**src/common/lmd_pkg.sv**
```systemverilog
// Constants, register map and drive encodings for the LCD multiplex drive timing block
package lmd_pkg;
	// Clock rates and frame division
	localparam int unsigned CLK_FREQ_HZ   = 125_000_000;        // System clock rate
	localparam int unsigned OSC_FREQ_HZ   = 1970;               // Working clock rate, typical
	localparam int unsigned OSC_HALF_DFLT = CLK_FREQ_HZ / (2 * OSC_FREQ_HZ); // Cycles per half period
	localparam logic [4:0]  FRAME_LAST    = 5'h17;              // Frame is 24 working ticks, 0..23
	localparam int unsigned NUM_SEG       = 60;                 // Segment outputs
	localparam int unsigned NUM_BP        = 4;                  // Backplane outputs
	// Register byte offsets
	localparam logic [7:0]  CTRL_OFS      = 8'h00;              // Drive configuration
	localparam logic [7:0]  STAT_OFS      = 8'h04;              // Timing status
	localparam logic [7:0]  RAM_OFS       = 8'h10;              // First display RAM word
	localparam logic [7:0]  RAM_END       = 8'h2C;              // Last display RAM word
	localparam logic [31:0] RAM_HI_MASK   = 32'h0FFF_FFFF;      // Columns 32..59 in odd words
	// Control fields and reset value: 1:4 multiplex, half bias, display off
	localparam int unsigned CTRL_EN_BIT   = 0;
	localparam int unsigned CTRL_MODE_LSB = 1;
	localparam int unsigned CTRL_HALF_BIT = 3;
	localparam logic [31:0] CTRL_RST      = 32'h0000_000E;
	localparam logic [31:0] CTRL_MASK     = 32'h0000_000F;
	// Status fields
	localparam int unsigned STAT_OSC_BIT  = 8;
	localparam int unsigned STAT_FCNT_LSB = 16;
	// Bus responses
	localparam logic [1:0]  RESP_OKAY     = 2'h0;
	localparam logic [1:0]  RESP_SLVERR   = 2'h2;
	// Drive level codes, fractions of the LCD supply
	localparam logic [1:0]  LVL_VSS       = 2'h0;
	localparam logic [1:0]  LVL_THIRD     = 2'h1;
	localparam logic [1:0]  LVL_HALF      = 2'h1;
	localparam logic [1:0]  LVL_TWO3      = 2'h2;
	localparam logic [1:0]  LVL_VLCD      = 2'h3;
	// Multiplex drive modes, code plus one is the multiplex ratio
	typedef enum logic [1:0] {LMD_STATIC, LMD_MUX2, LMD_MUX3, LMD_MUX4} lmd_mode_t;
	// Working ticks per backplane slot, two slots per backplane per frame
	function automatic logic [3:0] lmd_slot_len(input lmd_mode_t mode);
		case (mode)
			LMD_STATIC: lmd_slot_len = 4'hC;
			LMD_MUX2:   lmd_slot_len = 4'h6;
			LMD_MUX3:   lmd_slot_len = 4'h4;
			default:    lmd_slot_len = 4'h3;
		endcase
	endfunction
endpackage

```
**src/hdl/lmd_drive.sv**
```systemverilog
// LCD multiplex drive timing: clock select, frame divider, cascade sync and drive levels
// Functional notes
// - Drive follows last configured mode-set values
// - Static mode: two levels, one backplane
// - Two backplanes: half or third bias selectable
// - Three backplanes use 1:3 multiplex, third bias
// - Four backplanes use 1:4 multiplex, third bias
// - Half bias also allowed in 1:3, 1:4
// - Level step is supply over one plus a
// - Multiplex ratio equals active backplane count
// - One working clock times all drive logic
// - Strap low: internal oscillator, clock driven out
// - Strap high: clock pin is external input
// - Frame lasts 24 working clock ticks
// - Cascaded frames aligned by active-low sync
// - Display register holds data during frame
// - Segments from phase and display register bit
// - Reset: 1:4 half bias, display off, VLCD
// - Unused backplanes mirror active ones per mode
// - One drives on, row k with backplane k
//
// The implementer's own choices: the register addresses and the AXI4-Lite slave port.
module lmd_drive
	import lmd_pkg::*;
#(
	parameter int unsigned OSC_HALF_CYC = OSC_HALF_DFLT      // Internal oscillator half period
) (
	// Clock and reset
	input  wire logic           clock_i,
	input  wire logic           arst_n_i,
	// AXI4-Lite write address and data
	input  wire logic [7:0]     s_axi_awaddr_i,
	input  wire logic           s_axi_awvalid_i,
	output logic                s_axi_awready_o,
	input  wire logic [31:0]    s_axi_wdata_i,
	input  wire logic [3:0]     s_axi_wstrb_i,
	input  wire logic           s_axi_wvalid_i,
	output logic                s_axi_wready_o,
	// AXI4-Lite write response
	output logic [1:0]          s_axi_bresp_o,
	output logic                s_axi_bvalid_o,
	input  wire logic           s_axi_bready_i,
	// AXI4-Lite read
	input  wire logic [7:0]     s_axi_araddr_i,
	input  wire logic           s_axi_arvalid_i,
	output logic                s_axi_arready_o,
	output logic [31:0]         s_axi_rdata_o,
	output logic [1:0]          s_axi_rresp_o,
	output logic                s_axi_rvalid_o,
	input  wire logic           s_axi_rready_i,
	// Clock source strap and two-way clock pin
	input  wire logic           osc_ext_sel_i,
	input  wire logic           clk_pin_i,
	output logic                clk_pin_o,
	output logic                clk_pin_oe_o,
	// Cascade sync line, open drain, active low
	input  wire logic           sync_n_i,
	output logic                sync_n_o,
	output logic                sync_n_oe_o,
	// LCD drive level codes, two bits per pin
	output logic [2*NUM_BP-1:0]  backplane_outputs_o,
	output logic [2*NUM_SEG-1:0] segment_outputs_o
);
	// Synchroniser stages for strap, clock pin and sync line
	logic               osc_s1, osc_s2;
	logic               clk_s1, clk_s2, clk_s3;
	logic               syn_s1, syn_s2, syn_s3;
	// Internal oscillator
	logic [15:0]        osc_cnt, next_osc_cnt;
	logic               osc_lvl, next_osc_lvl;
	logic               osc_wrap, int_rise, ext_rise, tick;
	// Register file
	logic [31:0]        ctrl, next_ctrl;
	logic [31:0]        ram [0:7];
	logic [31:0]        next_ram [0:7];
	// AXI write and read state
	logic               aw_full, next_aw_full, w_full, next_w_full;
	logic [7:0]         aw_addr, next_aw_addr;
	logic [31:0]        w_data, next_w_data;
	logic [3:0]         w_strb, next_w_strb;
	logic               bvalid, next_bvalid, rvalid, next_rvalid;
	logic [1:0]         bresp, next_bresp, rresp, next_rresp;
	logic [31:0]        rdata, next_rdata;
	// Frame timing and active configuration
	logic [4:0]         fcnt, next_fcnt;
	logic [2:0]         slot, next_slot;
	logic [3:0]         stick, next_stick;
	logic               sync_pend, next_sync_pend, sync_fall, frame_load;
	lmd_mode_t          act_mode, next_act_mode;
	logic               act_half, next_act_half, act_en, next_act_en;
	logic [7:0]         frame_cnt, next_frame_cnt;
	logic [3:0][59:0]   disp, next_disp;
	// Drive phase and output stage
	logic [2:0]         nratio;
	logic               pol;
	logic [1:0]         row;
	logic [2*NUM_BP-1:0]  next_bp;
	logic [2*NUM_SEG-1:0] next_seg;
	logic               next_sync_oe;

	// Two-flop synchronisers; clock pin and sync line add a third stage for edge detection
	always_ff @(posedge clock_i or negedge arst_n_i) begin
		if (!arst_n_i) begin
			{osc_s1, osc_s2}         <= 2'h0;
			{clk_s1, clk_s2, clk_s3} <= 3'h0;
			{syn_s1, syn_s2, syn_s3} <= 3'h7;
		end else begin
			{osc_s1, osc_s2}         <= {osc_ext_sel_i, osc_s1};
			{clk_s1, clk_s2, clk_s3} <= {clk_pin_i, clk_s1, clk_s2};
			{syn_s1, syn_s2, syn_s3} <= {sync_n_i, syn_s1, syn_s2};
		end
	end

	// Internal oscillator runs always so switching straps never stalls the panel
	always_comb begin
		osc_wrap     = (osc_cnt == 16'(OSC_HALF_CYC - 1));
		next_osc_cnt = osc_wrap ? 16'h0000 : osc_cnt + 16'h0001;
		next_osc_lvl = osc_wrap ? !osc_lvl : osc_lvl;
	end
	always_ff @(posedge clock_i or negedge arst_n_i) begin
		if (!arst_n_i) begin
			osc_cnt <= 16'h0000;
			osc_lvl <= 1'b0;
		end else begin
			osc_cnt <= next_osc_cnt;
			osc_lvl <= next_osc_lvl;
		end
	end
	// Working tick: one rising edge of the selected clock
	assign int_rise     = osc_wrap && !osc_lvl;
	assign ext_rise     = clk_s2 && !clk_s3;
	assign tick         = osc_s2 ? ext_rise : int_rise;
	assign clk_pin_o    = osc_lvl;
	assign clk_pin_oe_o = !osc_s2;

	// Write channel: address and data taken in either order, answered once both held
	always_comb begin
		next_aw_full = aw_full;
		next_aw_addr = aw_addr;
		next_w_full  = w_full;
		next_w_data  = w_data;
		next_w_strb  = w_strb;
		next_bvalid  = bvalid;
		next_bresp   = bresp;
		next_ctrl    = ctrl;
		for (int i = 0; i < 8; i++) begin
			next_ram[i] = ram[i];
		end
		if (s_axi_awvalid_i && s_axi_awready_o) begin
			next_aw_full = 1'b1;
			next_aw_addr = s_axi_awaddr_i;
		end
		if (s_axi_wvalid_i && s_axi_wready_o) begin
			next_w_full = 1'b1;
			next_w_data = s_axi_wdata_i;
			next_w_strb = s_axi_wstrb_i;
		end
		if (bvalid && s_axi_bready_i) begin
			next_bvalid = 1'b0;
		end
		if (aw_full && w_full && !bvalid) begin
			// Perform the write; strobes gate each byte lane
			next_aw_full = 1'b0;
			next_w_full  = 1'b0;
			next_bvalid  = 1'b1;
			next_bresp   = RESP_OKAY;
			if (aw_addr == CTRL_OFS) begin
				// Mode-set lands here, applied at the next frame start
				for (int b = 0; b < 4; b++) begin
					if (w_strb[b]) next_ctrl[8*b +: 8] = w_data[8*b +: 8] & CTRL_MASK[8*b +: 8];
				end
			end else if (aw_addr >= RAM_OFS && aw_addr <= RAM_END && aw_addr[1:0] == 2'h0) begin
				for (int b = 0; b < 4; b++) begin
					if (w_strb[b]) next_ram[3'(aw_addr[7:2] - 6'h04)][8*b +: 8] = w_data[8*b +: 8];
				end
				if (aw_addr[2]) begin
					next_ram[3'(aw_addr[7:2] - 6'h04)] = next_ram[3'(aw_addr[7:2] - 6'h04)] & RAM_HI_MASK;
				end
			end else if (aw_addr != STAT_OFS) begin
				// Unmapped address; the status word ignores writes
				next_bresp = RESP_SLVERR;
			end
		end
	end
	always_ff @(posedge clock_i or negedge arst_n_i) begin
		if (!arst_n_i) begin
			aw_full <= 1'b0;
			aw_addr <= 8'h00;
			w_full  <= 1'b0;
			w_data  <= 32'h0000_0000;
			w_strb  <= 4'h0;
			bvalid  <= 1'b0;
			bresp   <= RESP_OKAY;
			ctrl    <= CTRL_RST;
			for (int i = 0; i < 8; i++) begin
				ram[i] <= 32'h0000_0000;
			end
		end else begin
			aw_full <= next_aw_full;
			aw_addr <= next_aw_addr;
			w_full  <= next_w_full;
			w_data  <= next_w_data;
			w_strb  <= next_w_strb;
			bvalid  <= next_bvalid;
			bresp   <= next_bresp;
			ctrl    <= next_ctrl;
			for (int i = 0; i < 8; i++) begin
				ram[i] <= next_ram[i];
			end
		end
	end
	assign s_axi_awready_o = !aw_full && !bvalid;
	assign s_axi_wready_o  = !w_full && !bvalid;
	assign s_axi_bvalid_o  = bvalid;
	assign s_axi_bresp_o   = bresp;

	// Read channel: one read at a time, data registered
	always_comb begin
		next_rvalid = rvalid;
		next_rdata  = rdata;
		next_rresp  = rresp;
		if (rvalid && s_axi_rready_i) begin
			next_rvalid = 1'b0;
		end
		if (s_axi_arvalid_i && !rvalid) begin
			next_rvalid = 1'b1;
			next_rresp  = RESP_OKAY;
			next_rdata  = 32'h0000_0000;
			if (s_axi_araddr_i == CTRL_OFS) begin
				next_rdata = ctrl;
			end else if (s_axi_araddr_i == STAT_OFS) begin
				// Live timing state for software
				next_rdata[7:0] = {act_en, act_half, act_mode, pol, slot};
				next_rdata[STAT_OSC_BIT] = osc_s2;
				next_rdata[STAT_FCNT_LSB +: 8] = frame_cnt;
			end else if (s_axi_araddr_i >= RAM_OFS && s_axi_araddr_i <= RAM_END
				&& s_axi_araddr_i[1:0] == 2'h0) begin
				next_rdata = ram[3'(s_axi_araddr_i[7:2] - 6'h04)];
			end else begin
				next_rresp = RESP_SLVERR;
			end
		end
	end
	always_ff @(posedge clock_i or negedge arst_n_i) begin
		if (!arst_n_i) begin
			rvalid <= 1'b0;
			rdata  <= 32'h0000_0000;
			rresp  <= RESP_OKAY;
		end else begin
			rvalid <= next_rvalid;
			rdata  <= next_rdata;
			rresp  <= next_rresp;
		end
	end
	assign s_axi_arready_o = !rvalid;
	assign s_axi_rvalid_o  = rvalid;
	assign s_axi_rdata_o   = rdata;
	assign s_axi_rresp_o   = rresp;

	// Frame timing: 24 ticks, equal slots, resync on a falling sync line
	// Our own pull must not count as a partner's frame start, or tick 1 reloads the display
	assign sync_fall  = !syn_s2 && syn_s3 && !sync_n_oe_o;
	assign frame_load = tick && (sync_pend || fcnt == FRAME_LAST);
	always_comb begin
		next_fcnt      = fcnt;
		next_slot      = slot;
		next_stick     = stick;
		next_act_mode  = act_mode;
		next_act_half  = act_half;
		next_act_en    = act_en;
		next_frame_cnt = frame_cnt;
		next_disp      = disp;
		// A fall in the consuming cycle is kept, set wins
		next_sync_pend = sync_fall || (sync_pend && !tick);
		if (frame_load) begin
			// Another device started its frame: land on our tick 1 as it does
			next_fcnt      = sync_pend ? 5'h01 : 5'h00;
			next_stick     = sync_pend ? 4'h1 : 4'h0;
			next_slot      = 3'h0;
			next_frame_cnt = frame_cnt + 8'h01;
			// Configuration swaps only at a frame edge so no slot is cut short
			next_act_mode  = lmd_mode_t'(ctrl[CTRL_MODE_LSB +: 2]);
			next_act_half  = ctrl[CTRL_HALF_BIT];
			next_act_en    = ctrl[CTRL_EN_BIT];
			// RAM copied into the display register, row r word pair
			for (int r = 0; r < NUM_BP; r++) begin
				next_disp[r] = {ram[2*r+1][27:0], ram[2*r]};
			end
		end else if (tick) begin
			next_fcnt = fcnt + 5'h01;
			if (stick == lmd_slot_len(act_mode) - 4'h1) begin
				next_stick = 4'h0;
				next_slot  = slot + 3'h1;
			end else begin
				next_stick = stick + 4'h1;
			end
		end
	end
	always_ff @(posedge clock_i or negedge arst_n_i) begin
		if (!arst_n_i) begin
			fcnt      <= 5'h00;
			slot      <= 3'h0;
			stick     <= 4'h0;
			sync_pend <= 1'b0;
			act_mode  <= LMD_MUX4;
			act_half  <= 1'b1;
			act_en    <= 1'b0;
			frame_cnt <= 8'h00;
			disp      <= '0;
		end else begin
			fcnt      <= next_fcnt;
			slot      <= next_slot;
			stick     <= next_stick;
			sync_pend <= next_sync_pend;
			act_mode  <= next_act_mode;
			act_half  <= next_act_half;
			act_en    <= next_act_en;
			frame_cnt <= next_frame_cnt;
			disp      <= next_disp;
		end
	end

	// Phase: first half-frame positive, second half inverted
	assign nratio = {1'b0, act_mode} + 3'h1;
	assign pol    = (slot >= nratio);
	assign row    = 2'(pol ? slot - nratio : slot);

	// Drive levels: codes mean VSS, 1/3 or 1/2, 2/3, VLCD
	always_comb begin
		logic [1:0] eff;
		eff = 2'h0;
		for (int k = 0; k < NUM_BP; k++) begin
			// Unused backplanes repeat their partner
			case (act_mode)
				LMD_STATIC: eff = 2'h0;
				LMD_MUX2:   eff = {1'b0, k[0]};
				LMD_MUX3:   eff = (k == 3) ? 2'h1 : 2'(k);
				default:    eff = 2'(k);
			endcase
			if (!act_en) begin
				next_bp[2*k +: 2] = LVL_VLCD;
			end else if (eff == row) begin
				next_bp[2*k +: 2] = pol ? LVL_VSS : LVL_VLCD;
			end else if (act_half) begin
				next_bp[2*k +: 2] = LVL_HALF;
			end else begin
				next_bp[2*k +: 2] = pol ? LVL_TWO3 : LVL_THIRD;
			end
		end
		for (int c = 0; c < NUM_SEG; c++) begin
			if (!act_en) begin
				next_seg[2*c +: 2] = LVL_VLCD;
			end else if (disp[row][c]) begin
				// Opposite extreme to the selected backplane
				next_seg[2*c +: 2] = pol ? LVL_VLCD : LVL_VSS;
			end else if (act_half || act_mode == LMD_STATIC) begin
				next_seg[2*c +: 2] = pol ? LVL_VSS : LVL_VLCD;
			end else begin
				next_seg[2*c +: 2] = pol ? LVL_THIRD : LVL_TWO3;
			end
		end
		// Pull sync low through tick 0 of each frame
		next_sync_oe = (fcnt == 5'h00);
	end
	always_ff @(posedge clock_i or negedge arst_n_i) begin
		if (!arst_n_i) begin
			backplane_outputs_o <= {NUM_BP{LVL_VLCD}};
			segment_outputs_o   <= {NUM_SEG{LVL_VLCD}};
			sync_n_oe_o         <= 1'b0;
		end else begin
			backplane_outputs_o <= next_bp;
			segment_outputs_o   <= next_seg;
			sync_n_oe_o         <= next_sync_oe;
		end
	end
	assign sync_n_o = 1'b0;

	// Checks on the drive behaviour
	off_all_vlcd_a: assert property (@(posedge clock_i) disable iff (!arst_n_i)
		!act_en |=> (&backplane_outputs_o) && (&segment_outputs_o))
		else $error("disabled display not at LCD supply");
	static_bp_same_a: assert property (@(posedge clock_i) disable iff (!arst_n_i)
		act_mode == LMD_STATIC |=> backplane_outputs_o == {4{backplane_outputs_o[1:0]}})
		else $error("static backplanes differ");
	mux2_pairs_a: assert property (@(posedge clock_i) disable iff (!arst_n_i)
		act_mode == LMD_MUX2 |=> backplane_outputs_o[3:0] == backplane_outputs_o[7:4])
		else $error("1:2 backplane pairs differ");
	mux3_mirror_a: assert property (@(posedge clock_i) disable iff (!arst_n_i)
		act_mode == LMD_MUX3 |=> backplane_outputs_o[7:6] == backplane_outputs_o[3:2])
		else $error("1:3 fourth backplane not mirroring second");
	frame_wrap_a: assert property (@(posedge clock_i) disable iff (!arst_n_i)
		tick && fcnt == 5'h17 && !sync_pend |=> fcnt == 5'h00 && slot == 3'h0)
		else $error("frame not 24 ticks");
	sync_align_a: assert property (@(posedge clock_i) disable iff (!arst_n_i)
		tick && sync_pend |=> fcnt == 5'h01 && stick == 4'h1)
		else $error("sync did not realign frame");
	clk_out_edge_a: assert property (@(posedge clock_i) disable iff (!arst_n_i)
		!osc_s1 && !osc_s2 && int_rise |=> clk_pin_o && clk_pin_oe_o)
		else $error("internal clock not driven out");
	disp_hold_a: assert property (@(posedge clock_i) disable iff (!arst_n_i)
		!frame_load |=> $stable(disp))
		else $error("display register changed mid frame");
	cfg_apply_a: assert property (@(posedge clock_i) disable iff (!arst_n_i)
		frame_load |=> act_mode == lmd_mode_t'($past(ctrl[2:1])) && act_en == $past(ctrl[0]))
		else $error("mode-set not applied at frame start");
	third_unsel_a: assert property (@(posedge clock_i) disable iff (!arst_n_i)
		act_en && !act_half && act_mode == LMD_MUX4 && row != 2'h0
		|=> backplane_outputs_o[1:0] == ($past(pol) ? LVL_TWO3 : LVL_THIRD))
		else $error("third bias unselected level wrong");
	pol_invert_a: assert property (@(posedge clock_i) disable iff (!arst_n_i)
		act_en && act_mode == LMD_STATIC && pol |=> backplane_outputs_o[1:0] == LVL_VSS)
		else $error("second half-frame not inverted");
endmodule

```
**config.mk**
```make
export PLATFORM = sky130hd
export DESIGN_NAME = lmd_drive
export DESIGN_NICKNAME = d
export VERILOG_FILES = /design/src/common/lmd_pkg.sv /design/src/hdl/lmd_drive.sv
export SDC_FILE = /design/constraint.sdc
export NUM_CORES = 1
export LEC_CHECK = 0
export BUFFER_PORTS_ARGS = -buffer_cell sky130_fd_sc_hd__buf_4
export CORE_UTILIZATION = 50
export CTS_CLUSTER_SIZE = 28
export DETAILED_ROUTE_END_ITERATION = 10
export PLACE_DENSITY = 0.71
export RECOVER_POWER = 50
export SYNTH_ARGS = -nofsm -noshare
export SYNTH_HDL_FRONTEND = slang
export SYNTH_SLANG_ARGS = --single-unit
```
**constraint.sdc**
```tcl
create_clock -name clock_i -period 3.4 [get_ports clock_i]
set_clock_uncertainty 0.1 [all_clocks]
set_input_delay 0.17 -clock clock_i [delete_from_list [all_inputs] [get_ports clock_i]]
set_output_delay 0.17 -clock clock_i [all_outputs]
set_load 0.005 [all_outputs]
```
# ---- After elaboration in Yosys (flattened, before gate mapping)
# Cells that the tools add are included.
# W data, S select, Z words.
dict set report classes {
  addsub 10
  magnitude_cmp 9
  n_eq_ne 10
  muxes 213
  n_bitwise 3
  n_reduce_logical 51
}
# cell count
set ops {}
lappend ops {{$mux W256} 17}
lappend ops {{$bwmux W256} 5}
lappend ops {{$demux W32 S3} 5}
lappend ops {{$mux W2} 142}
lappend ops {{$bmux W32 S3} 2}
lappend ops {{$mux W32} 6}
lappend ops {{$bmux W60 S2} 1}
lappend ops {{$mux W60} 1}
lappend ops {{$mux W28} 2}
lappend ops {{$mux W16} 2}
lappend ops {{$mux W24} 1}
lappend ops {{$mux W8} 3}
lappend ops {{$logic_and A1 B1 Y1} 20}
lappend ops {{$mux W4} 5}
lappend ops {{$add A16 B1 Y16 const B} 1}
lappend ops {{$eq A16 B15 Y1 const B} 1}
lappend ops {{$ge A8 B5 Y1 const B} 2}
lappend ops {{$le A8 B6 Y1 const B} 2}
lappend ops {{$logic_not A8 Y1} 2}
lappend ops {{$mux W1} 12}
lappend ops {{$pmux W4 S3} 1}
lappend ops {{$reduce_bool A2 Y1} 6}
lappend ops {{$logic_not A1 Y1} 10}
lappend ops {{$mux W5} 2}
lappend ops {{other kinds (31)} 45}
dict set report word_totals {
  ff_bits 763
  in_bits 62
}

# ---- Longest topological paths before layout
dict set report logic_depth {
  ltp_word 31
  mapped_depth 12
  depth_no_buf 10
}

# ---- Least setup slack after synthesis
# OpenSTA, ideal clock, no wires.
dict set report synth_timing {
  kind {register -> register}
  start {register act_mode[0]}
  end {register segment_outputs_o[13]}
  arrival_ns 2.843
  t_required_ns 3.225
  setup_slack_ns 0.382
  stages_incl_launch_ff 12
  cell_sequence {dfstp_2 > inv_1 > ha_1 > inv_1 > ha_1 > nor2b_1 > o21ai_0 > nor3b_1 > buf_2 > buf_2 > mux2i_1 > mux2i_1}
}
dict set report synth_between {
  elab_chain_len 7
}
# item line_no
set synth_rtl {}
lappend synth_rtl {{start: declaration} lmd_drive.sv:89} ;# lmd_mode_t act_mode, next_act_mode;
lappend synth_rtl {{start signal: assignment} lmd_drive.sv:315} ;# act_mode <= next_act_mode;
lappend synth_rtl {{$add A2 B1 Y3} lmd_drive.sv:324} ;# assign nratio = {1'b0, act_mode} + 3'h1;
lappend synth_rtl {{$ge A3 B3 Y1 or $sub A2 B2 Y2 (tied branches)} {lmd_drive.sv:325, lmd_drive.sv:326}}
lappend synth_rtl {{$mux W2} lmd_drive.sv:326} ;# assign row = 2'(pol ? slot - nratio : slot);
lappend synth_rtl {{$bmux W60 S2} lmd_drive.sv:353} ;# end else if (disp[row][c]) begin
lappend synth_rtl {{$mux W60} --}
lappend synth_rtl {{$mux W2 (*)} lmd_drive.sv:353}
lappend synth_rtl {{$mux W2 (*)} lmd_drive.sv:351} ;# if (!act_en) begin
lappend synth_rtl {{net next_seg[13]} lmd_drive.sv:98} ;# logic [2*NUM_SEG-1:0] next_seg;
lappend synth_rtl {{end signal: assignment} lmd_drive.sv:368} ;# segment_outputs_o <= {NUM_SEG{LVL_VLCD}};
lappend synth_rtl {{end signal: assignment} lmd_drive.sv:372} ;# segment_outputs_o <= next_seg;
lappend synth_rtl {{end: declaration} lmd_drive.sv:62} ;# output logic [2*NUM_SEG-1:0] segment_outputs_o
# Mark *: on every way through the listed nets, which the timed path passes. The rest lies on a longest branch. The select of a mux whose other input is x is not followed.
# A chain may end at the register's enable or synchronous reset.

# ---- Final worst setup path
dict set report layout_timing {
  start {register act_mode[0]}
  end {register segment_outputs_o[97]}
}
# Same word-level chain as after synthesis.

==> flow_metrics.env <==
export IMPL_fin_nets=3421
export IMPL_gp_congestion=0.934
export IMPL_syn_inst=3084
export IMPL_antenna_found_initial=2
export IMPL_grt_pass1_vias=25300
export IMPL_cp_slowest_stage_delay_ns=0.57
export IMPL_top_level_ports=235
export IMPL_area_growth_pct=17.6
export IMPL_ys_seq_area_frac=0.552
export IMPL_worstSetupEndpointType="flop"
export IMPL_finalCritPeriodShare=0.978
export IMPL_fin_hold_ws_ns=0.0261
export IMPL_failed_checks="max-capacitance violations, max-slew violations"
export IMPL_synth_cell_types=69
export IMPL_ys_warn_count=0
export IMPL_crit_slowest_cell="dfstp_2"
export IMPL_clock_latency_ns=0.62
export IMPL_n_antenna_cell=0
export IMPL_grt_max_degree=189
export IMPL_path_max_fanout=13
export IMPL_grt_overflow=0
export IMPL_drive_gt1_frac=0.300
export IMPL_tightest_slew_ns=2.76
export IMPL_setup_slack_ns=0.0759
export IMPL_syn_avg_cell_area_um2=11.3
export IMPL_power_total_uw=30800
export IMPL_drtIter0Drc=2403
export IMPL_synth_top_cell_area_share=0.449
export IMPL_io_buffer_count=231
export IMPL_post_drt_wl_per_cell_um=23.2
export IMPL_die_y_um=266
export IMPL_finalHoldViolations=0
export IMPL_fmax_ghz=0.301
export IMPL_final_cell_mix="nand2_1 (843), dfrtp_1 (623), mux2_2 (335)"
export IMPL_async_flop_share=1.00
export IMPL_synth_main_ff_cell="dfrtp_1"
export IMPL_netlist_top_cells_area="dfrtp_1 (45%), mux2_2 (11%), dfstp_2 (10%), nand2_1 (9.1%), mux2i_1 (6.3%)"
export IMPL_peakVddDrop_v=0.000834
export IMPL_drv_slew=92
export IMPL_cts_tree="yes"
export IMPL_clockBufferDepth=3
export IMPL_status="finished, violations left"
export IMPL_path_class="flop to flop"
export IMPL_clock_sinks=761
export IMPL_path_delay_family="multiplexers"
export IMPL_die_w_um=266
export IMPL_vias_per_cell=5.83
export IMPL_cp_arrival_ns=3.75
export IMPL_period_minus_slack_ns=3.32
export IMPL_clkSlewWorstSetupHoldPaths_ns=0.06
export IMPL_ys_ff_latch=761
export IMPL_dieArea_um2=70600
export IMPL_power_leakage_uw=0.0202
export IMPL_holdCritPathClass="input pin to flop"
export IMPL_start_util=0.506
export IMPL_maxCapViolations=1
export IMPL_pre_cts_ws_ns=0.0794
export IMPL_cp_start_kind="flop"
export IMPL_crit_buf_inv=4
export IMPL_htree_levels=3
export IMPL_synth_top_area_cell="dfrtp_1"
export IMPL_dp_hpwl_um=70100
export IMPL_ant_nets=0
export IMPL_setup_violations=0
export IMPL_power_density_nw_per_um2=753
export IMPL_worstPathRequired_ns=3.83
export IMPL_final_common_cell="nand2_1"
export IMPL_cts_root_buf="clkbuf_16"
export IMPL_dr_pass1_iters=6
export IMPL_fin_setup_tns_ns=0
export IMPL_fp_coreArea_um2=68700
export IMPL_crit_chain="inv_1, ha_1, inv_1, ha_4, nand2_1, o211ai_1, nand2_4, buf_12, mux2_2, mux2i_1, buf_4, mux2i_1"
export IMPL_drc=0
export IMPL_rows=96
export IMPL_synth_edf_count=0
export IMPL_maxSlewHeadroom=-0.840
export IMPL_dr_total_vias=25300
export IMPL_rsz0062_at_grt="no"
export IMPL_syn_cell_area_um2=34800
export IMPL_grt_pass1_wl_um=153000
export IMPL_cts_buffers=80
export IMPL_drt_wl_total_um=101000
export IMPL_grt_total_usage=0.286
-- final timing paths --
| kind | from | to | slack (ns) | depth (start not counted) |
|---|---|---|---|---|
| worst max-delay path | act_mode[0]$_DFFE_PN1P_ | segment_outputs_o[97]$_DFF_PN1_ | 0.08 | 12 |
| worst min-delay path | s_axi_araddr_i[6] | s_axi_rdata_o[8]$_DFFE_PN0P_ | 0.03 | 5 |
| worst max register to register | act_mode[0]$_DFFE_PN1P_ | segment_outputs_o[97]$_DFF_PN1_ | 0.08 | 12 |
| worst min register to register | osc_s1$_DFF_PN0_ | osc_s2$_DFF_PN0_ | 0.23 | 0 |
| max in group asynchronous | arst_n_i | sync_pend$_DFF_PN0_ | 0.55 | 4 |
| min in group asynchronous | arst_n_i | ram[92]$_DFFE_PN0P_ | 0.82 | 2 |
-- per-stage QoR --
step / instances / utilization / instance area (um^2)
after floorplan: 3086 / - / 34800
after global routing: 4340 / 0.596 / 40900
after global placement: 4141 / 0.552 / 37900
after detailed placement: 4141 / 0.552 / 37900
final: 4340 / 0.596 / 40900
after CTS: 4338 / 0.596 / 41000
-- repair_timing --
item / 4_1_cts / 5_1_grt
endpoints found under the hold margin: 132 / 0
resized for setup: 0 / 13
hold buffers: 50 / 0
buffers inserted: 0 / 1
endpoints found under the setup margin: 0 / 106
-- power breakdown --
part	switching, uW	leakage [uW]	internal (uW)
registers	1670	0.00998	10300
logic	5580	0.00900	4770
clock network	3600	0.00124	4890
total	10900	0.0202	20000
-- per-layer routing --
metal  track usage  vias up  share of wire
li1              -    11100              -
met5             0        -        0.00021
met2         0.412     1088           0.44
met3        0.0874      174           0.10
met4         0.100        4          0.028
met1         0.409    12900           0.43
-- final cells by class --
type                    instances  area, um^2
flip-flops and latches        761       19200
clock buffers                 128        2380
multi-input cells            2090       14700
repair buffers                389        3210
well taps                     931        1160
fillers                      5563       27800
clock inverters                19         151
inverters                      22        82.6
-- flip-flops by register name, summed over array words and instances (netlist names), 5 cells and up --
register / flops
osc_cnt: 16
frame_cnt: 8
fcnt: 5
w_data: 32
s_axi_rdata_o: 32
aw_addr: 8
disp: 240
ram: 256
backplane_outputs_o: 8
segment_outputs_o: 120
-- kinds of logic (layout without fill, tap and decap cells) --
logic type	after synthesis	count (layout)	share of synthesized area
AND/OR/NAND/NOR	1081	1081	0.130
flip-flops	761	761	0.552
multiplexers	627	627	0.218
AO/OA/AOI/OAI	338	338	0.0586
buffers and inverters	235	558	0.0282
XOR/XNOR	26	26	0.00655
adder cells (fa/ha/maj)	15	15	0.00540
other	1	3	0.000108
-- Yosys cell counts, types with 17 or more instances --
cell type,instances
clkbuf_1,113
nor2_1,96
o21ai_0,106
a22oi_1,26
dfrtp_1,624
nand3_1,17
a21oi_1,58
nor2b_1,27
inv_1,21
dfstp_2,137
buf_2,61
buf_1,34
mux2i_1,220
mux4_2,72
xnor2_1,17
o22ai_1,85
nand2_1,845
mux2_2,335
-- worst reg2reg max path, delay by kind of cell, from the launching register on --
family          cells  cell delay (ns)
mux                 3             0.87
fa+ha+maj           2             0.61
flops               1             0.57
buf+inv             4             0.54
compound gates      1             0.31
simple gates        2             0.25
No activity file was read; power rests on OpenSTA's default activity.
